### src/rtl/usbrh_pkg.sv
// Shared constants and types of the root hub status block
package usbrh_pkg;
  // Register offsets (byte addresses)
  localparam logic [7:0] HUB_OFS = 8'h50;
  localparam logic [7:0] PORT1_OFS = 8'h54;
  localparam logic [7:0] PORT2_OFS = 8'h58;
  localparam logic [7:0] CFG_OFS = 8'h5C;
  localparam int NUM_PORTS = 2;
  // Hub status bit positions
  localparam int HB_CLR_RWE = 31;
  localparam int HB_OCIC = 17;
  localparam int HB_GPON = 16;
  localparam int HB_RWE = 15;
  localparam int HB_OC = 1;
  localparam int HB_GPOFF = 0;
  // Port status bit positions
  localparam int PB_PRSC = 20;
  localparam int PB_OCIC = 19;
  localparam int PB_PSSC = 18;
  localparam int PB_PESC = 17;
  localparam int PB_CSC = 16;
  localparam int PB_LS = 9;
  localparam int PB_PWR = 8;
  localparam int PB_RST = 4;
  localparam int PB_OC = 3;
  localparam int PB_SUSP = 2;
  localparam int PB_EN = 1;
  localparam int PB_CONN = 0;
  // Configuration register fields
  localparam int CB_OC_DIS = 0;
  localparam int CB_OC_PERPORT = 1;
  localparam int CB_ALW_PWR = 2;
  localparam int CB_FIXED = 3;
  localparam logic [4:0] CFG_RESET = 5'h00;
  // Timing: port reset and resume signalling lengths
  localparam int CLK_HZ = 20000000;
  localparam int RESET_TIME_US = 10000;
  localparam int RESUME_TIME_US = 20000;
  localparam int RESET_CYCLES = RESET_TIME_US * (CLK_HZ / 1000000);
  localparam int RESUME_CYCLES = RESUME_TIME_US * (CLK_HZ / 1000000);
  localparam int CNT_W = 19;
  // One Wishbone request as seen by the slave
  typedef struct packed {
    logic [7:0] adr;
    logic we;
    logic [3:0] sel;
    logic [31:0] dat;
  } usbrh_wbreq_s;
endpackage

### src/rtl/usbrh_root_hub.sv
// Root hub status and two-port status/control with a Wishbone slave
//
// What this block does
// - Hub status register at 50H, 32 bits
// - Hub bit31 write one clears wakeup enable
// - Hub bit17 sets on over-current change, W1C
// - Hub bit16 reads zero, write one powers all
// - Hub bit0 reads zero, write one unpowers all unless power is forced
// - Hub bit15 wakeup enable, write one sets
// - Hub bit1 follows over-current pin when valid
// - Bus reset state restores hub register defaults
// - Port registers at 54H and 58H, 32 bits
// - Port bit20 sets when reset signalling ends
// - Port bit19 sets on over-current change, W1C
// - Port bit18 sets when resume sequence completes
// - Port bit17 sets on hardware port disable
// - Port bit16 sets on connect change, W1C
// - Fixed device port resets bit16 to one
// - Bit9 low speed when attached; write powers off
// - Bit8 power state; write powers on; forced one
// - Bit4 resetting; write one starts port reset
// - Bit3 reads port over-current pin when valid
// - Bit3 write one starts selective resume
// - Bit2 suspended; write one suspends port
// - Bit1 enabled; write one enables port
// - Bit0 attached; write one disables port
//
// The implementer's own choice: the Wishbone slave port.
`timescale 1ns/1ns
module usbrh_root_hub
  import usbrh_pkg::*;
#(
  parameter int RST_CYC = RESET_CYCLES,
  parameter int RES_CYC = RESUME_CYCLES
) (
  // Clock and reset
  input wire logic I_SYS_CLK,
  input wire logic I_RST_N,
  // Wishbone slave
  input wire logic I_WB_CYC,
  input wire logic I_WB_STB,
  input wire logic I_WB_WE,
  input wire logic [7:0] I_WB_ADR,
  input wire logic [3:0] I_WB_SEL,
  input wire logic [31:0] I_WB_DAT,
  output logic [31:0] O_WB_DAT,
  output logic O_WB_ACK,
  // Controller state
  input wire logic I_CONTROLLER_BUS_RESET_STATE,
  // Over-current pins
  input wire logic I_OVERCURRENT_PIN,
  input wire logic [1:0] I_PORT_OVERCURRENT_PIN,
  // Line state from the port transceivers
  input wire logic [1:0] I_DEVICE_ATTACHED,
  input wire logic [1:0] I_LOW_SPEED,
  // Port controls
  output logic [1:0] O_PORT_POWER,
  output logic [1:0] O_PORT_ENABLE,
  output logic [1:0] O_PORT_RESET,
  output logic [1:0] O_PORT_SUSPEND,
  output logic [1:0] O_PORT_RESUME,
  output logic O_REMOTE_WAKE
);

  // Write-one test on one bit, honouring its byte lane
  function automatic logic w1(input usbrh_wbreq_s r, input int pos);
    w1 = r.dat[pos] & r.sel[pos / 8];
  endfunction

  usbrh_wbreq_s req; // Request fields bundled
  logic ack_reg; // Bus answer
  logic [31:0] rdat_reg; // Read data
  logic [4:0] cfg_reg; // Configuration bits
  logic rwe_reg; // Remote wakeup enable
  logic ocic_reg; // Hub over-current change
  logic oc_prev_reg; // Last sampled over-current pin
  logic wake_reg; // Remote wakeup pulse
  // Per-port state; bit 0 is port 1, bit 1 is port 2
  logic [1:0] pwr_reg, en_reg, rst_reg, susp_reg, res_reg;
  // Per-port change flags, all cleared by writing one
  logic [1:0] prsc_reg, pocic_reg, pssc_reg, pesc_reg, csc_reg;
  // Last sampled pins, kept to spot changes
  logic [1:0] conn_prev_reg, poc_prev_reg;
  logic [CNT_W-1:0] cnt_reg [2]; // Reset/resume timers, one shared by both signallings
  logic clr; // Registers forced to defaults
  logic wr_fire; // Write takes effect this edge
  logic wr_hub, wr_cfg;
  logic [1:0] wr_port;
  logic [1:0] conn; // Attached as seen by software
  logic [1:0] csc_set, pesc_set;
  logic hub_oc_valid, port_oc_valid;
  logic [1:0] rst_done, res_done;

  // Bundle the request so the write-one helper sees lanes and data together
  assign req = '{adr: I_WB_ADR, we: I_WB_WE, sel: I_WB_SEL, dat: I_WB_DAT};
  // Bus reset state and power-on reset both force the status defaults
  assign clr = !I_RST_N || I_CONTROLLER_BUS_RESET_STATE;
  // Writes land on the edge where the master sees ack
  assign wr_fire = I_WB_CYC && I_WB_STB && I_WB_WE && ack_reg;
  assign wr_hub = wr_fire && (req.adr == HUB_OFS);
  assign wr_cfg = wr_fire && (req.adr == CFG_OFS);
  assign hub_oc_valid = !cfg_reg[CB_OC_DIS] && !cfg_reg[CB_OC_PERPORT];
  assign port_oc_valid = !cfg_reg[CB_OC_DIS] && cfg_reg[CB_OC_PERPORT];

  // Per-port strobes and events
  always_comb begin
    for (int i = 0; i < NUM_PORTS; i++) begin
      wr_port[i] = wr_fire && (req.adr == PORT1_OFS + 8'(4 * i));
      // A fixed device always reads as attached
      conn[i] = I_DEVICE_ATTACHED[i] || cfg_reg[CB_FIXED + i];
      csc_set[i] = conn[i] != conn_prev_reg[i];
      // Losing the device or a valid per-port over-current drops enable without software
      pesc_set[i] = en_reg[i] && (!conn[i] || (port_oc_valid && I_PORT_OVERCURRENT_PIN[i]));
      rst_done[i] = rst_reg[i] && (cnt_reg[i] == CNT_W'(RST_CYC - 1));
      res_done[i] = res_reg[i] && (cnt_reg[i] == CNT_W'(RES_CYC - 1));
    end
  end

  // Bus slave: one wait state, ack for one cycle, unmapped reads zero
  // Read data is captured at the take edge; the master holds the address
  // until ack, so the value matches the request that ack answers
  always_ff @(posedge I_SYS_CLK) begin
    if (!I_RST_N) begin
      ack_reg <= 1'b0;
      rdat_reg <= 32'h0000_0000;
    end else begin
      ack_reg <= I_WB_CYC && I_WB_STB && !ack_reg;
      rdat_reg <= 32'h0000_0000;
      if (req.adr == HUB_OFS) begin
        rdat_reg[HB_OCIC] <= ocic_reg;
        rdat_reg[HB_RWE] <= rwe_reg;
        rdat_reg[HB_OC] <= hub_oc_valid && I_OVERCURRENT_PIN;
      end else if (req.adr == CFG_OFS) begin
        rdat_reg[4:0] <= cfg_reg;
      end
      for (int i = 0; i < NUM_PORTS; i++) begin
        if (req.adr == PORT1_OFS + 8'(4 * i)) begin
          rdat_reg[PB_PRSC] <= prsc_reg[i];
          rdat_reg[PB_OCIC] <= pocic_reg[i];
          rdat_reg[PB_PSSC] <= pssc_reg[i];
          rdat_reg[PB_PESC] <= pesc_reg[i];
          rdat_reg[PB_CSC] <= csc_reg[i];
          rdat_reg[PB_LS] <= conn[i] && I_LOW_SPEED[i];
          rdat_reg[PB_PWR] <= pwr_reg[i];
          rdat_reg[PB_RST] <= rst_reg[i];
          rdat_reg[PB_OC] <= port_oc_valid && I_PORT_OVERCURRENT_PIN[i];
          rdat_reg[PB_SUSP] <= susp_reg[i];
          rdat_reg[PB_EN] <= en_reg[i];
          rdat_reg[PB_CONN] <= conn[i];
        end
      end
    end
  end

  // Configuration survives the bus reset state; only power-on resets it
  always_ff @(posedge I_SYS_CLK) begin
    if (!I_RST_N) begin
      cfg_reg <= CFG_RESET;
    end else if (wr_cfg) begin
      cfg_reg <= req.dat[4:0];
    end
  end

  // Hub-wide flags
  always_ff @(posedge I_SYS_CLK) begin
    if (clr) begin
      rwe_reg <= 1'b0;
      ocic_reg <= 1'b0;
      // Keep tracking the pin so no false change follows the reset
      oc_prev_reg <= I_OVERCURRENT_PIN;
      wake_reg <= 1'b0;
    end else begin
      oc_prev_reg <= I_OVERCURRENT_PIN;
      // Setting beats clearing when both are written at once
      if (wr_hub && w1(req, HB_RWE)) begin
        rwe_reg <= 1'b1;
      end else if (wr_hub && w1(req, HB_CLR_RWE)) begin
        rwe_reg <= 1'b0;
      end
      // A change arriving with the clear still sets the flag
      ocic_reg <= (ocic_reg && !(wr_hub && w1(req, HB_OCIC)))
                  || (I_OVERCURRENT_PIN != oc_prev_reg);
      // Wake is a one-cycle pulse per connect change seen while enabled
      wake_reg <= rwe_reg && (|csc_set);
    end
  end

  // Port power, enable, reset, suspend and resume state
  always_ff @(posedge I_SYS_CLK) begin
    if (clr) begin
      pwr_reg <= 2'h0;
      en_reg <= 2'h0;
      rst_reg <= 2'h0;
      susp_reg <= 2'h0;
      res_reg <= 2'h0;
    end else begin
      for (int i = 0; i < NUM_PORTS; i++) begin
        // Power: global and per-port commands, on wins over off
        if (cfg_reg[CB_ALW_PWR]) begin
          pwr_reg[i] <= 1'b1;
        end else if ((wr_hub && w1(req, HB_GPON)) || (wr_port[i] && w1(req, PB_PWR))) begin
          pwr_reg[i] <= 1'b1;
        end else if ((wr_hub && w1(req, HB_GPOFF)) || (wr_port[i] && w1(req, PB_LS))) begin
          pwr_reg[i] <= 1'b0;
        end
        // Enable: hardware events and reset completion
        if (rst_done[i]) begin
          en_reg[i] <= 1'b1;
        end else if (pesc_set[i]) begin
          en_reg[i] <= 1'b0;
        end else if (wr_port[i] && w1(req, PB_EN) && conn[i]) begin
          en_reg[i] <= 1'b1;
        end else if (wr_port[i] && w1(req, PB_CONN)) begin
          en_reg[i] <= 1'b0;
        end
        // Reset signalling only toward an attached device
        if (rst_done[i] || !conn[i]) begin
          rst_reg[i] <= 1'b0;
        end else if (wr_port[i] && w1(req, PB_RST) && !res_reg[i]) begin
          rst_reg[i] <= 1'b1;
        end
        // Suspend needs an enabled port; resume ends it
        if (res_done[i] || !en_reg[i]) begin
          susp_reg[i] <= 1'b0;
        end else if (wr_port[i] && w1(req, PB_SUSP) && !rst_reg[i]) begin
          susp_reg[i] <= 1'b1;
        end
        // Resume only from suspend; it ends on its own timer
        if (res_done[i] || !susp_reg[i]) begin
          res_reg[i] <= 1'b0;
        end else if (wr_port[i] && w1(req, PB_OC)) begin
          res_reg[i] <= 1'b1;
        end
      end
    end
  end

  // Timers: restart whenever neither signalling is running
  // One counter per port serves both reset and resume; the state logic
  // refuses a reset while resuming, but a resume can still start during a reset
  always_ff @(posedge I_SYS_CLK) begin
    for (int i = 0; i < NUM_PORTS; i++) begin
      if (clr || !(rst_reg[i] || res_reg[i]) || rst_done[i] || res_done[i]) begin
        cnt_reg[i] <= '0;
      end else begin
        cnt_reg[i] <= cnt_reg[i] + CNT_W'(1);
      end
    end
  end

  // Change flags: hardware set wins over a software clear
  always_ff @(posedge I_SYS_CLK) begin
    if (clr) begin
      for (int i = 0; i < NUM_PORTS; i++) begin
        csc_reg[i] <= cfg_reg[CB_FIXED + i];
        // Track the line through reset so a device present throughout
        // does not look like a fresh connect afterwards
        conn_prev_reg[i] <= conn[i];
      end
      prsc_reg <= 2'h0;
      pocic_reg <= 2'h0;
      pssc_reg <= 2'h0;
      pesc_reg <= 2'h0;
      poc_prev_reg <= I_PORT_OVERCURRENT_PIN;
    end else begin
      conn_prev_reg <= conn;
      poc_prev_reg <= I_PORT_OVERCURRENT_PIN;
      for (int i = 0; i < NUM_PORTS; i++) begin
        prsc_reg[i] <= (prsc_reg[i] && !(wr_port[i] && w1(req, PB_PRSC)))
                       || rst_done[i];
        pocic_reg[i] <= (pocic_reg[i] && !(wr_port[i] && w1(req, PB_OCIC)))
                        || (I_PORT_OVERCURRENT_PIN[i] != poc_prev_reg[i]);
        pssc_reg[i] <= (pssc_reg[i] && !(wr_port[i] && w1(req, PB_PSSC)))
                       || res_done[i];
        pesc_reg[i] <= (pesc_reg[i] && !(wr_port[i] && w1(req, PB_PESC)))
                       || pesc_set[i];
        csc_reg[i] <= (csc_reg[i] && !(wr_port[i] && w1(req, PB_CSC)))
                      || csc_set[i];
      end
    end
  end

  // Outputs straight from flip-flops
  // Assignments only rename registers, no logic in between
  assign O_WB_ACK = ack_reg;
  assign O_WB_DAT = rdat_reg;
  assign O_PORT_POWER = pwr_reg;
  assign O_PORT_ENABLE = en_reg;
  assign O_PORT_RESET = rst_reg;
  assign O_PORT_SUSPEND = susp_reg;
  assign O_PORT_RESUME = res_reg;
  assign O_REMOTE_WAKE = wake_reg;
endmodule

### config.mk
export PLATFORM = sky130hd
export DESIGN_NAME = usbrh_root_hub
export DESIGN_NICKNAME = d
export VERILOG_FILES = /design/src/rtl/usbrh_pkg.sv /design/src/rtl/usbrh_root_hub.sv
export SDC_FILE = /design/constraint.sdc
export NUM_CORES = 1
export LEC_CHECK = 0
export ABC_AREA = 0
export BUFFER_PORTS_ARGS = -buffer_cell sky130_fd_sc_hd__buf_4
export CELL_PAD_IN_SITES_DETAIL_PLACEMENT = 0
export CELL_PAD_IN_SITES_GLOBAL_PLACEMENT = 1
export CORE_ASPECT_RATIO = 1.2
export CORE_UTILIZATION = 39
export DETAILED_ROUTE_END_ITERATION = 6
export PLACE_DENSITY_LB_ADDON = 0.1
export SYNTH_ARGS = -nofsm -noshare
export SYNTH_HDL_FRONTEND = slang
export SYNTH_SLANG_ARGS = --single-unit
### constraint.sdc
create_clock -name I_SYS_CLK -period 2.51 [get_ports I_SYS_CLK]
set_clock_uncertainty 0.15 [all_clocks]
set_input_delay 0.502 -clock I_SYS_CLK [delete_from_list [all_inputs] [get_ports I_SYS_CLK]]
set_output_delay 0.502 -clock I_SYS_CLK [all_outputs]
set_load 0.05 [all_outputs]
* Word-level counts from Yosys, hierarchy flattened *
Memory sizes are Yosys's and may differ from the RTL's.
Index checks and enable logic that the tools add are counted.

operators by class
  add/sub/neg operators = 2
  multipliers = 0
  divide/modulo/power cells = 0
  order comparisons = 0
  equality and inequality tests = 13
  shift-type cells = 0
  multiplexer cells = 36
  bitwise operators = 16
  reduce and logical (&&, ||, !) cells = 142

operators by type and width
  cell                                                   count
  logical AND 1 bit                                      68
  adder 19 x 1 -> 19 bit, second input constant          2
  equality test 19 x 18 -> 1 bit, second input constant  2
  equality test 19 bit, second input constant            2
  2-to-1 mux 19 bit                                      2
  logical OR 1 bit                                       34
  equality test 8 x 7 -> 1 bit, second input constant    4
  logical NOT 1 bit                                      27
  2-to-1 mux 1 bit                                       25
  2-to-1 mux 5 bit                                       5
  bitwise AND 1 bit                                      14
  OR reduction 2 bit                                     7
  nonzero test 4 bit                                     2
  2-to-1 mux 2 bit                                       3
  nonzero test 3 bit                                     2
  != test 1 bit                                          5
  2-to-1 mux 3 bit                                       1
  bitwise OR 1 bit                                       2
  AND reduction 2 bit                                    1
  nonzero test 2 bit                                     1

storage, ports and cells
  flip-flop bits (word level) = 66
  latch bits = 0
  bits in writable memories = 38
  memory bits (read-only) = 0
  input port bits = 57
  output and inout bits = 44
  word-level logic and storage cells = 236
  memories = 1

memories
  memory   words  width  read ports  clocked after memory_dff  write ports  RTL line              source
  cnt_reg  2      19     2           0                         2            usbrh_root_hub.sv:84  logic [CNT_W-1:0] cnt_reg [2];

* Longest topological paths before layout *
  depth in word-level cells = 9
  depth in mapped cells = 7
  mapped depth without buffers = 5

* Least setup slack after synthesis *
Ideal clock, no wire load.

  kind = input to register
  start point = input I_WB_ADR[7]
  end point = register cfg_reg[0]
  setup time = 0.116 ns
  data arrival time = 1.777 ns
  required time = 2.244 ns
  slack = 0.466 ns
  stages = 4
  buffers on the path = 0
  cell sequence = or4b_4 > nor4_4 > mux2i_1 > nor2b_1

between the ends
  word-level cells in the longest chain between the ends = 2

ends and longest elaborated chain
  item                          RTL line               source
  from (decl)                   usbrh_root_hub.sv:43   input wire logic [7:0] I_WB_ADR,
  equality test 8 x 7 -> 1 bit  usbrh_root_hub.sv:101  assign wr_cfg = wr_fire && (req.adr == CFG_OFS);
  logical AND 1 bit             usbrh_root_hub.sv:101
  to (signal assigned)          usbrh_root_hub.sv:160  cfg_reg <= req.dat[4:0];
  to (decl)                     usbrh_root_hub.sv:73   logic [4:0] cfg_reg;

No other way between the ends.
A chain may end at the register's enable or synchronous reset.

==> impl_metrics.yaml <==
status:
  result_of_the_run: "finished clean"
detailed_routing:
  routed_wl_um: 10400
  detailroute.via_count: 3534
  firstDrtPassIters: 4
  drt-wirelength-per-cell_um: 16.2
  ant_nets: 0
  via_density_per_instance: 5.49
  drt_first_iter_violations: 124
  drt_drc_violations_left: 0
logic_synthesis:
  synth.yosys.warnings: 0
  synth_sequential_area_ratio: 0.422
  async_reset_ff_frac: 0
  synthesis.instances: 450
  synth_largest_type_area_fraction: 0.422
  syn_area_um2: 4030
  syn_area_per_cell_um2: 8.96
  postSynthRegisterBits: 85
  synth-edff-count: 0
  ys_dominant_reg_cell: "dfxtp_1"
  synth_cell_types: 55
  post_synth_main_area_contributors: "dfxtp_1 42%, buf_4 3.7%, nor3_1 3.6%, xnor2_1 3.5%, o21ai_0 3.2%"
  synth.largest_area_cell: "dfxtp_1"
global_routing:
  gr-usage-all-layers: 0.200
  grt_max_degree: 23
  global_route_wire_length_before_repair_um: 16500
  number_of_antenna_violations_at_the_first_check_in_global_routing: 0
  first_global_vias: 3265
  globalRoute.totalOverflow: 0
clock_tree:
  clk_latency_worst_skew_pair_ns: 0.34
  holdBufCountCts: 0
  cts_inserted_buffers: 9
  cts_buffer_depth: 2
  ctsHtreeMaxLevel: 3
  tritoncts: "done"
  post-cts-setup-buffers: 0
  cts.sinks: 85
  clk_root_buffer_cell: "clkbuf_16"
  clk_transition_reported_paths_ns: 0.06
  cts_resized: 0
sta:
  finalWorstPathRequiredPeriod_ns: 2.09
  transition_time_at_the_pin_with_the_least_slew_margin_ns: 0.841
  maxSlewHeadroom: 0.439
  timing.final.max_slew_violations: 0
  timing_hold_violations_final: 0
  min_period_over_period: 0.835
  unrepaired_setup_endpoints_after_global_routing: "no"
  totalNegativeSetupSlack_ns: 0
  setup-violations-final: 0
  fmaxAchievable_mhz: 477
critical_path:
  ff2ff_path_depth: 5
  endpoint: "cnt_reg[0][18]$_SDFF_PP0_"
  worstPathMaxFanout: 6
  critical_path_cell_count: 5
  criticalPathCategory: "flip-flop to flip-flop"
  path_cells: "ha_1 -> nand2_1 -> or3_4 -> or4_4 -> a211oi_2"
  end_kind: "flip-flop"
  worst_path_max_delay_cell: "or4_4"
  critical_path.n_buffers_inverters: 0
  critPathMaxStageDelay_ns: 0.49
  timing.reg2reg.setup_slack_ns: 0.42
  required_ns: 2.62
  crit_arrival_ns: 2.21
  worst_setup_path_start_kind: "flip-flop"
  startpoint_of_the_lowest_slack_register_to_register_path: "cnt_reg[0][0]$_SDFF_PP0_"
  timing.rr.end: "cnt_reg[0][18]$_SDFF_PP0_"
  setup.worst_path.start: "cnt_reg[0][0]$_SDFF_PP0_"
  worst_path_dominant_cell_family: "simple AND/OR/NAND/NOR gates"
floorplanning:
  initial_utilization: 0.401
  dieWidth_um: 94.8
  die-area_um2: 10800
  core-area_um2: 10100
  row_count: 40
  die_h_um: 113
  top_level_ports: 101
finish:
  footprint_of_the_multi_input_gates_um2: 2140
  count_of_fill_cells_added_during_filler_insertion: 1005
  final_area_um2: 4880
  synthToLayoutAreaGrowth_pct: 20.9
  fraction_of_layout_instances_using_a_drive_strength_above_1: 0.201
  finish.net_count: 573
  area.sequential_um2: 1700
  largest_register_ff_count: 38
  diodes: 0
hold_path:
  worst_hold_path_type: "input port to flip-flop"
pwr:
  worst_ir_drop_vdd_v: 0.000324
  p_leak_uw: 0.00169
  power_density_nw_per_um2: 595
placement:
  placed_area_um2: 4580
  hpwl_um: 7460
  numPortBuffers: 63
  gpl_wtd_cong: 0.823
run:
  timing.max_cap.violations: 0
stage by stage:
step | utilization | hold WS (ns) | worst slack (ns) | total power, µW | std cells
2_1_floorplan | - | 0.269 | 0.466 | 1550 | 468
3_3_place_gp | 0.456 | 0.289 | 0.237 | 1610 | 629
3_5_place_dp | 0.456 | 0.297 | 0.236 | 1610 | 629
4_1_cts | 0.485 | 0.137 | 0.404 | 2940 | 644
5_1_grt | 0.485 | 0.140 | 0.311 | 3020 | 644
6_report | 0.485 | 0.145 | 0.415 | 2900 | 644
metal layers:
| metal | wire, µm | global-route usage |
|---|---|---|
| met3 | 435 | 0.0320 |
| met2 | 5330 | 0.339 |
| met4 | 125 | 0.0879 |
| met1 | 4530 | 0.248 |
| met5 | 0 | 0 |
cells in the final DEF, fill, tap and decap left out, types with 4 or more instances in the layout:
cell	n
nand3_1	21
dfxtp_1	85
nand2_1	22
and4_1	4
mux2i_1	8
nand4_1	17
o211ai_1	6
xor2_1	11
nor3b_1	5
a211oi_2	5
xnor2_1	16
a31oi_1	5
o31ai_1	5
buf_4	72
a211oi_1	10
nand2b_1	5
nor4b_1	4
nor3_1	29
a22oi_1	7
a21oi_1	16
or3_1	11
nor2b_1	12
inv_1	11
conb_1	19
o21ai_0	26
nor2_1	28
clkbuf_16	9
synthesized netlist by cell type (4+ instances only):
cell type	count
nand3_1	21
or3_1	11
inv_1	11
and4_1	4
o211ai_1	6
nor2b_1	12
nor3_1	29
clkbuf_1	10
xnor2_1	16
a31oi_1	5
nor4b_1	4
a211oi_2	5
buf_2	5
dfxtp_1	85
nor2_1	28
a211oi_1	10
nand4_1	17
o31ai_1	6
o21ai_0	26
buf_4	20
nor3b_1	5
nand2_1	22
mux2i_1	8
xor2_1	11
a21oi_1	16
a22oi_1	7
nand2b_1	5
report_power, final:
| part | total, µW | switching, µW | leakage, µW | internal, µW |
|---|---|---|---|---|
| combinational | 217 | 148 | 0.000860 | 68.9 |
| clock | 1320 | 500 | 0.000143 | 821 |
| sequential | 1360 | 4.61 | 0.000687 | 1360 |
| total | 2900 | 652 | 0.00169 | 2250 |
how the worst min path moves through the flow:
stage                              startpoint  cells past startpoint                  endpoint  slack [ns]
CTS                         I_OVERCURRENT_PIN                      1       oc_prev_reg$_DFF_P_        0.14
global route                I_OVERCURRENT_PIN                      1       oc_prev_reg$_DFF_P_        0.14
detailed placement   cnt_reg[1][0]$_SDFF_PP0_                      1  cnt_reg[1][0]$_SDFF_PP0_        0.30
finish              I_PORT_OVERCURRENT_PIN[1]                      1   poc_prev_reg[1]$_DFF_P_        0.15
global placement     cnt_reg[1][0]$_SDFF_PP0_                      1  cnt_reg[1][0]$_SDFF_PP0_        0.29
floorplan                rwe_reg$_SDFFE_PP0P_                      2   O_WB_DAT[15]$_SDFF_PN0_        0.27
cells by family (layout without fill, tap and decap cells):
group           Yosys count  in the layout  synth area share
mux                       8              8            0.0199
other cells               1             19          0.000930
simple gates            185            185             0.270
xor+xnor                 27             27            0.0586
flops                    85             85             0.422
buf+inv                  48             98            0.0648
fa+ha+maj                 2              2           0.00620
compound gates           94             94             0.157
area by class of cell:
class | count | share of cell area
timing repair buffer | 72 | 0.111
clock buffer | 14 | 0.0541
multi-input combinational | 335 | 0.439
clock inverter | 1 | 0.00616
tap | 126 | 0.0323
inverter | 11 | 0.00846
sequential | 85 | 0.349
Note: power is estimated with default switching activity, not from simulation.
